### src/bpc_defs.vh
// Contract
// - Zero-test jumps on zero, nonzero-test otherwise
// - Compare-with-zero branches leave flags unchanged
// - Compare-with-zero target forward 4 to 130 bytes; code reaches 4 to 258 bytes
// - Prefix makes one to four following instructions conditional
// - Slot one base; later slots then or else
// - Breakpoint in block always executes
// - Exceptions allowed around block; state saved on entry
// - Exception return resumes block with remaining conditions
// - Conditional ops in block; conditional branch range larger
// - Prefix itself leaves flags unchanged
// - Byte table branch adds twice unsigned byte
// - Halfword table indexes by index times two
// - Program counter base means address after instruction
`ifndef BPC_DEFS_VH
`define BPC_DEFS_VH
`define BPC_OP_NONE 3'h0
`define BPC_OP_ZTB 3'h1
`define BPC_OP_NZTB 3'h2
`define BPC_OP_PFX 3'h3
`define BPC_OP_TBB 3'h4
`define BPC_OP_TBH 3'h5
`define BPC_OP_BREAKPOINT_OP 3'h6
`define BPC_OP_OTHER 3'h7
`define BPC_COND_AL 4'hE
`define BPC_REG_SP 4'hD
`define BPC_REG_PC 4'hF
`define BPC_INSN_LEN 32'h00000004
`endif

### src/bpc_cond_eval.v
`timescale 1ns/1ps
`include "bpc_defs.vh"
module bpc_cond_eval (
   // Condition and flags
   input wire [3:0] cond,
   input wire [3:0] nzcv,
   // Result
   output reg pass
);
   wire n = nzcv[3];
   wire z = nzcv[2];
   wire c = nzcv[1];
   wire v = nzcv[0];
   reg base;
   always @* begin
      case (cond[3:1])
         3'h0: base = z;
         3'h1: base = c;
         3'h2: base = n;
         3'h3: base = v;
         3'h4: base = c & ~z;
         3'h5: base = (n == v);
         3'h6: base = ~z & (n == v);
         default: base = 1'b1;
      endcase
      // Low bit inverts, except for the never-fails code
      if (cond[3:1] == 3'h7) begin
         pass = 1'b1;
      end else begin
         pass = cond[0] ? ~base : base;
      end
   end
endmodule // bpc_cond_eval

### src/bpc_branch_predicate_control.v
`timescale 1ns/1ps
`include "bpc_defs.vh"
module bpc_branch_predicate_control (
   // Clock and reset
   input wire mclk,
   input wire nrst,
   // Decoded instruction
   input wire insn_valid,
   input wire [2:0] insn_op,
   input wire [31:0] insn_addr,
   input wire [3:0] opnd_reg,
   input wire [31:0] opnd_val,
   input wire [31:0] index_val,
   input wire [6:0] zt_offset,
   input wire [3:0] pfx_cond,
   input wire [3:0] pfx_mask,
   // Flags from execute
   input wire [3:0] nzcv,
   // Table read port
   output wire tbl_req,
   output wire [31:0] tbl_addr,
   output wire tbl_half,
   input wire tbl_ack,
   input wire [15:0] tbl_data,
   // Exception save and return
   input wire exc_entry,
   input wire exc_return,
   input wire [7:0] exc_ret_state,
   output wire [7:0] saved_state,
   // Results
   output wire busy,
   output reg exec_pass_q,
   output reg done_q,
   output reg br_take_q,
   output reg [31:0] br_target_q,
   output reg flags_wr_q,
   output reg misuse_q,
   output wire in_block
);
   localparam ST_IDLE = 2'b01;
   localparam ST_TBL = 2'b10;
   reg [1:0] st_q;
   reg [31:0] tbl_pc_q;
   reg tbl_half_q;
   reg [31:0] tbl_addr_q;
   // Block state: condition and remaining slot mask
   reg [3:0] blk_cond_q;
   reg [3:0] blk_mask_q;
   wire [3:0] slot_cond;
   wire slot_pass;
   wire [31:0] next_pc;
   wire take_insn;

   assign in_block = (blk_mask_q != 4'h0);
   assign saved_state = {blk_cond_q, blk_mask_q};
   assign busy = (st_q == ST_TBL);
   assign take_insn = insn_valid & (st_q == ST_IDLE);
   assign next_pc = insn_addr + `BPC_INSN_LEN;
   assign tbl_req = (st_q == ST_TBL);
   assign tbl_addr = tbl_addr_q;
   assign tbl_half = tbl_half_q;
   // Condition low bit already holds the current slot's then or else choice
   assign slot_cond = blk_cond_q;

   bpc_cond_eval u_eval (
      .cond(slot_cond),
      .nzcv(nzcv),
      .pass(slot_pass)
   );

   // Switch bits sit above the lowest set bit, which only marks the block end
   function [2:0] term_sel;
      input [3:0] m;
      begin
         term_sel = m[0] ? 3'h7 : m[1] ? 3'h6 : m[2] ? 3'h4 : 3'h0;
      end
   endfunction

   function illegal_in_block;
      input [2:0] op;
      begin
         illegal_in_block = (op == `BPC_OP_ZTB) | (op == `BPC_OP_NZTB) |
            (op == `BPC_OP_PFX);
      end
   endfunction

   always @(posedge mclk or negedge nrst) begin
      if (!nrst) begin
         st_q <= ST_IDLE;
         blk_cond_q <= 4'h0;
         blk_mask_q <= 4'h0;
         tbl_pc_q <= 32'h00000000;
         tbl_half_q <= 1'b0;
         tbl_addr_q <= 32'h00000000;
         exec_pass_q <= 1'b0;
         done_q <= 1'b0;
         br_take_q <= 1'b0;
         br_target_q <= 32'h00000000;
         flags_wr_q <= 1'b0;
         misuse_q <= 1'b0;
      end else begin
         done_q <= 1'b0;
         br_take_q <= 1'b0;
         flags_wr_q <= 1'b0;
         misuse_q <= 1'b0;
         exec_pass_q <= 1'b0;
         case (st_q)
            ST_IDLE: begin
               if (exc_return) begin
                  {blk_cond_q, blk_mask_q} <= exc_ret_state;
               end else if (exc_entry) begin
                  blk_mask_q <= blk_mask_q;
               end else if (take_insn) begin
                  done_q <= 1'b1;
                  if (in_block) begin
                     // Advance slot; empty mask ends the block
                     if (blk_mask_q[2:0] == 3'h0) begin
                        blk_mask_q <= 4'h0;
                     end else begin
                        blk_mask_q <= {blk_mask_q[2:0], 1'b0};
                        blk_cond_q[0] <= blk_mask_q[3];
                     end
                  end
                  if (in_block & illegal_in_block(insn_op)) begin
                     misuse_q <= 1'b1;
                  end else begin
                     exec_pass_q <= in_block ? (slot_pass | (insn_op == `BPC_OP_BREAKPOINT_OP))
                        : 1'b1;
                     case (insn_op)
                        `BPC_OP_ZTB, `BPC_OP_NZTB: begin
                           misuse_q <= opnd_reg[3];
                           br_target_q <= next_pc + {24'h000000, zt_offset, 1'b0};
                           br_take_q <= (opnd_val == 32'h00000000) ^
                              (insn_op == `BPC_OP_NZTB);
                        end
                        `BPC_OP_PFX: begin
                           blk_cond_q <= pfx_cond;
                           // Store switches as absolute low bits so slots only shift
                           blk_mask_q <= {pfx_mask[3:1] ^ (term_sel(pfx_mask) &
                              {3{pfx_cond[0]}}), pfx_mask[0]};
                           misuse_q <= (pfx_mask == 4'h0) |
                              ((pfx_cond == `BPC_COND_AL) &
                              ((pfx_mask[3:1] & term_sel(pfx_mask)) != 3'h0));
                        end
                        `BPC_OP_TBB, `BPC_OP_TBH: begin
                           if (!in_block | slot_pass) begin
                              done_q <= 1'b0;
                              st_q <= ST_TBL;
                              tbl_pc_q <= next_pc;
                              tbl_half_q <= (insn_op == `BPC_OP_TBH);
                              tbl_addr_q <= ((opnd_reg == `BPC_REG_PC) ? next_pc : opnd_val) +
                                 ((insn_op == `BPC_OP_TBH) ? {index_val[30:0], 1'b0}
                                 : index_val);
                           end
                           misuse_q <= (opnd_reg == `BPC_REG_SP) |
                              (in_block & (blk_mask_q[2:0] != 3'h0));
                        end
                        default: begin
                        end
                     endcase
                  end
               end
            end
            ST_TBL: begin
               if (tbl_ack) begin
                  st_q <= ST_IDLE;
                  done_q <= 1'b1;
                  exec_pass_q <= 1'b1;
                  br_take_q <= 1'b1;
                  br_target_q <= tbl_pc_q + (tbl_half_q ? {15'h0000, tbl_data, 1'b0}
                     : {23'h000000, tbl_data[7:0], 1'b0});
               end
            end
            default: st_q <= ST_IDLE;
         endcase
      end
   end
endmodule // bpc_branch_predicate_control

### config.mk
export PLATFORM = sky130hd
export DESIGN_NAME = bpc_branch_predicate_control
export DESIGN_NICKNAME = d
export VERILOG_FILES = /design/src/bpc_cond_eval.v /design/src/bpc_branch_predicate_control.v
export VERILOG_INCLUDE_DIRS = /design/src
export SDC_FILE = /design/constraint.sdc
export NUM_CORES = 1
export LEC_CHECK = 0
export BUFFER_PORTS_ARGS = -buffer_cell sky130_fd_sc_hd__buf_2
export CAP_MARGIN = 10
export CORE_AREA = 5 5 176 135
export DETAILED_ROUTE_END_ITERATION = 10
export DIE_AREA = 0 0 181 140
export GPL_TIMING_DRIVEN = 0
export PLACE_DENSITY_LB_ADDON = 0.15
export SETUP_SLACK_MARGIN = 0.1
export SLEW_MARGIN = 40
export SYNTH_ARGS = -nofsm -noshare
export SYNTH_HDL_FRONTEND = slang
export SYNTH_SLANG_ARGS = --single-unit
### constraint.sdc
create_clock -name mclk -period 3.2 [get_ports mclk]
set_clock_uncertainty 0.05 [all_clocks]
set_input_delay 0.48 -clock mclk [delete_from_list [all_inputs] [get_ports mclk]]
set_output_delay 0.48 -clock mclk [all_outputs]
set_load 0.005 [all_outputs]
* Yosys cells after proc, flatten, opt, wreduce, memory -nomap -nowiden
Cells that the tools add are included.
Cells by class: reduce and logical (&&, ||, !) cells 18, bitwise operators 21, equal/unequal tests 29, multiplexer cells 64, order comparisons 0, multiply operators 0, shifts and indexed selects 0, $add $sub $neg 4, div/mod/pow operators 0
Operator list (number):
- $mux W32 | 8
- $pmux W32 S2 | 1
- $mux W4 | 12
- $add A32 B17 Y32 | 1
- $add A32 B3 Y32 const B | 1
- $add A32 B32 Y32 | 1
- $add A32 B8 Y32 | 1
- $logic_not A32 Y1 | 1
- $mux W1 | 26
- $eq A3 B3 Y1 const B | 7
- $reduce_and A7 Y1 | 3
- $mux W17 | 1
- $mux W2 | 7
- $eq A3 B2 Y1 const B | 4
- $eq A4 B4 Y1 const B | 3
- $ne A2 B2 Y1 const B | 6
- $mux W3 | 3
- $ne A2 B1 Y1 const B | 4
- $pmux W1 S7 | 1
- $and A1 B1 Y1 | 6
- $and A3 B3 Y3 | 2
- $eq A3 B1 Y1 const B | 2
- $logic_not A3 Y1 | 2
- $or A1 B1 Y1 | 6
- other kinds (17) | 27
Word-level totals: flip-flop bits (word level) 111, bits in writable memories 0, memories 0, output and inout bits 81, logic and storage cells 148, bits in latches 0, input bits 152, ROM bits 0

* Depth between registers and ports, before layout
depth after elaboration 14, mapped depth 16, depth with buffers taken out 15

* By module
Synthesis repeated with hierarchy kept, for this count alone.
Unflattened totals: cell total of the unflattened synthesis 1236, area, all modules 9888.2 um^2
Modules (own cells, without submodules):
- bpc_branch_predicate_control | instances 1, area an instance 9746.8 um^2, cells each 1216
- bpc_cond_eval | instances 1, area an instance 141.4 um^2, cells each 20

* Least setup slack after synthesis
OpenSTA, ideal clock, no wires.
kind input to register, start point in insn_op[2], end point reg tbl_addr_q[26] (netlist: tbl_addr[26]), required time 3.055 ns, arrival 3.725 ns, stages on the path 13, path slack -0.670 ns, setup time 0.095 ns, buffers on the path 1, cells stage by stage nor2b_1 -> nand2_1 -> clkbuf_1 -> mux2_2 -> fa_1 -> a21o_1 -> a221oi_1 -> or4_1 -> a21oi_1 -> o31ai_1 -> a21oi_1 -> o21a_1 -> o31ai_1
On the way: cells in the longest elaborated chain, start to end 6, elaborated cells on any way between the ends 13
Ends and longest elaborated chain:
- start: declaration | RTL line bpc_branch_predicate_control.v:9 | input wire [2:0] insn_op,
- parallel branches: the longest is 6 deep, another holds $add A32 B32 Y32
- end signal: assignment | RTL line bpc_branch_predicate_control.v:151 | tbl_addr_q <= ((opnd_reg == `BPC_REG_PC) ? next_pc : opnd_val) +
- end: declaration | RTL line bpc_branch_predicate_control.v:45 | reg [31:0] tbl_addr_q;
Several ways; the timed one is not identified. A chain may end at the register's enable or synchronous reset.

* Worst setup path after layout
start point in insn_addr[3], end point reg tbl_addr_q[29] (netlist: tbl_addr[29])
On the way: cells in the longest elaborated chain, start to end 3
Ends and longest elaborated chain:
- start: declaration | RTL line bpc_branch_predicate_control.v:10 | input wire [31:0] insn_addr,
- $add A32 B3 Y32 (no source line)
- $mux W32 | RTL line bpc_branch_predicate_control.v:151
- $add A32 B32 Y32 | RTL line bpc_branch_predicate_control.v:151
No other way between the ends.

==> results.py <==
metrics = {
    "setup_path": {
        "crit_arrival_ns": 3.60,
        "worst_setup_path_end_kind": "flop",
        "critPathKind": "in -> reg",
        "startpoint_type": "input port",
        "cp_data_required_time_ns": 3.40,
        "crit_fanout": 6,
    },
    "die": {
        "die_area_sq_um": 25300,
        "dieHeight_um": 140,
        "chipWidth_um": 181,
        "num_io_pins": 233,
        "rows": 47,
        "core_footprint_sq_um": 21800,
        "initial_utilization_pct": 44.3,
    },
    "route": {
        "count_of_antenna_violating_nets_left_after_detailed_routing": 0,
        "router_iterations_before_antenna_repair": 5,
        "route.final.wire_length_um": 35500,
        "post-route-drc-count": 0,
        "num_vias": 10376,
        "via_per_inst": 5.69,
        "first_iter_violations": 770,
        "drt-wirelength-per-cell_um": 19.5,
    },
    "timing": {
        "finalSetupViolCount": 10,
        "final.min_clock_period_ns": 3.40,
        "final_slew_viol_count": 0,
        "hold-worst-slack_ns": 0.324,
        "clock.fmax_ghz": 0.295,
        "worstMarginPinSlew_ns": 0.771,
        "timing.max_slew.rel_slack_pct": 48.6,
        "post-route-period-util_pct": 106,
        "unrepaired_setup_endpoints_after_global_routing": "yes",
        "setup_ws_ns": -0.195,
        "number_of_hold_violations_in_the_final_report": 0,
    },
    "cts": {
        "cts-buffers-inserted": 9,
        "tritoncts": "yes",
        "cts-root-to-sink-buffers": 2,
        "clock_insertion_delay_worst_skew_ns": 0.38,
        "clk_transition_reported_paths_ns": 0.09,
        "cts-root-buf": "clkbuf_16",
        "number_of_sinks_driven_by_the_clock_tree": 111,
        "cts.htree.levels": 3,
    },
    "logic_synthesis": {
        "synth_flop_cell": "dfrtp_1",
        "synth.net_count": 1402,
        "syn-instance-count": 1190,
        "synth_async_sr_flop_share_pct": 100,
        "synth_top_area_share_pct": 28.5,
        "synth.ff_latch_count": 111,
        "synth_area_per_cell_sq_um": 8.12,
        "synth_cell_type_count": 83,
        "synth_top_cells_by_area": "dfrtp_1 (28%), o21ai_0 (7.9%), ha_1 (7.4%)",
        "synth-edff-count": 0,
        "yosys.area.top_type": "dfrtp_1",
        "mappedNetlistArea_sq_um": 9660,
        "total_number_of_yosys_warnings": 0,
        "synth.yosys.seq_area_share_pct": 28.8,
    },
    "run_status": {
        "failing_checks": "negative setup slack",
        "result_of_the_run": "finished, violations left",
    },
    "placement": {
        "place_congestion": 0.969,
        "port-buffer-count": 226,
        "hpwlAfterDp_um": 27200,
        "place_area_sq_um": 11500,
    },
    "pwr": {
        "power.density_nw_per_um2": 546,
        "irDropWorstVdd_mv": 0.281,
        "leakagePower_nw": 6.09,
    },
    "global_route": {
        "first_pass_grt_wire_length_um": 53700,
        "pin_count_of_the_biggest_net_entering_global_routing": 44,
        "global_route.overflow_total": 0,
        "initial_antenna_violation_count": 3,
        "grt_use_total_pct": 26.3,
        "grt_pass1_vias": 9748,
    },
    "cells_and_area": {
        "num-nets-final": 1735,
        "layout_commonest_cell": "buf_2",
        "area_growth_pct": 38.5,
        "finish.instance_area_sq_um": 13400,
        "drive_gt1_share_pct": 36.1,
        "fillers": 1929,
        "commonest_cells_after_routing_fill_and_taps_aside": "buf_2 (217), nand2_1 (180), o21ai_0 (115)",
    },
    "run": {
        "max_cap_violations": 0,
    },
    "min_path": {
        "worstHoldPathType": "in -> reg",
    },
}
==> synthesized netlist by cell type (21+ instances only) <==
cell type	count
nand2_1	185
o21ai_0	153
dfrtp_1	110
nor2_1	71
a21oi_1	67
xnor2_1	58
ha_1	57
xor2_1	38
mux2_2	35
clkbuf_1	34
inv_1	27
nand3_1	24
a21o_1	21
nor3_1	21
==> layer usage <==
layer / part of all wire [%] / up-vias / track usage [%]
met2: 43 / 433 / 39.9
met3: 7.9 / 70 / 5.37
met1: 46 / 4862 / 38.4
met5: 0.059 / - / 0
met4: 2.7 / 4 / 7.34
li1: - / 5007 / -
==> critical path, stage by stage <==
cell	delay, ns
buf_12	0.08
ha_4	0.12
buf_6	0.11
nand3_4	0.10
nor2_4	0.22
buf_4	0.14
and4_4	0.24
nor2_2	0.06
o21ai_2	0.19
ha_4	0.25
and3_1	0.17
o21ai_1	0.16
o211a_1	0.18
o211ai_1	0.14
a31o_2	0.31
a211oi_4	0.32
xor2_1	0.21
o21ai_1	0.07
==> path summary, 6_finish.rpt <==
check	slack, ns	cells after the start	endpoint	startpoint
max	-0.20	18	tbl_addr[29]	insn_addr[3]
min	0.32	3	tbl_pc_q[0]	insn_addr[0]
max reg2reg	0.18	10	br_target_q[28]	tbl_half
min reg2reg	0.43	2	tbl_pc_q[0]	tbl_pc_q[0]
max in group asynchronous	1.82	4	tbl_addr[13]	nrst
min in group asynchronous	0.50	2	br_target_q[1]	nrst
==> sequential cells by signal, indices dropped and copies added, names as in the netlist, 2 cells and up <==
signal and flops:
br_target_q 32, tbl_pc_q 32, blk_cond_q 4, tbl_addr 32, st_q 2, blk_mask_q 4
==> logic make-up after synthesis <==
group                    after synthesis  synth area share [%]
multiplexers                          44                  5.14
flip-flops                           111                  28.8
buffers and inverters                 75                  3.51
other                                  1                0.0388
XOR/XNOR                              97                  8.87
adder cells (fa/ha/maj)               60                  8.00
AND/OR/NAND/NOR                      436                  22.5
AO/OA/AOI/OAI                        366                  23.2
==> cell type report <==
| cell class | count | area, sq um | share of cell area [%] |
|---|---|---|---|
| Antenna cell | 1 | 2.50 | 0.0187 |
| Buffer | 48 | 334 | 2.50 |
| Clock buffer | 10 | 239 | 1.79 |
| Clock inverter | 6 | 56.3 | 0.421 |
| Inverter | 27 | 101 | 0.757 |
| Multi-Input combinational cell | 1004 | 7490 | 56.0 |
| Sequential cell | 111 | 2780 | 20.8 |
| Tap cell | 294 | 368 | 2.75 |
| Timing Repair Buffer | 322 | 2010 | 15.0 |
==> power breakdown <==
part	switching [mW]	leakage (nW)	total (mW)	internal, mW
Combinational	2.01	4.53	3.67	1.66
Clock	0.617	0.139	1.18	0.565
Sequential	0.436	1.42	2.45	2.02
Total	3.06	6.09	7.30	4.24
==> what timing repair did <==
item	4_1_cts	5_1_grt
setup endpoints to repair	85	80
hold buffers	1	0
endpoints found under the hold margin	30	0
pin swaps	64	62
setup buffers	65	31
resized for setup	114	94
==> metrics by stage <==
stage          power, mW  cells  setup WS, ns  util, %  TNS (ns)
3_5_place_dp        5.73   1713        -0.993     52.8    -36.91
5_1_grt             7.86   1823        -0.318     61.4     -2.78
2_1_floorplan       4.45   1190        -0.199        -    -0.851
4_1_cts             7.12   1794       -0.0770     58.7    -0.141
3_3_place_gp        5.65   1710        -0.936     52.5    -43.37
6_report            7.30   1823        -0.195     61.4     -1.15
No activity file was read; power rests on OpenSTA's default activity.
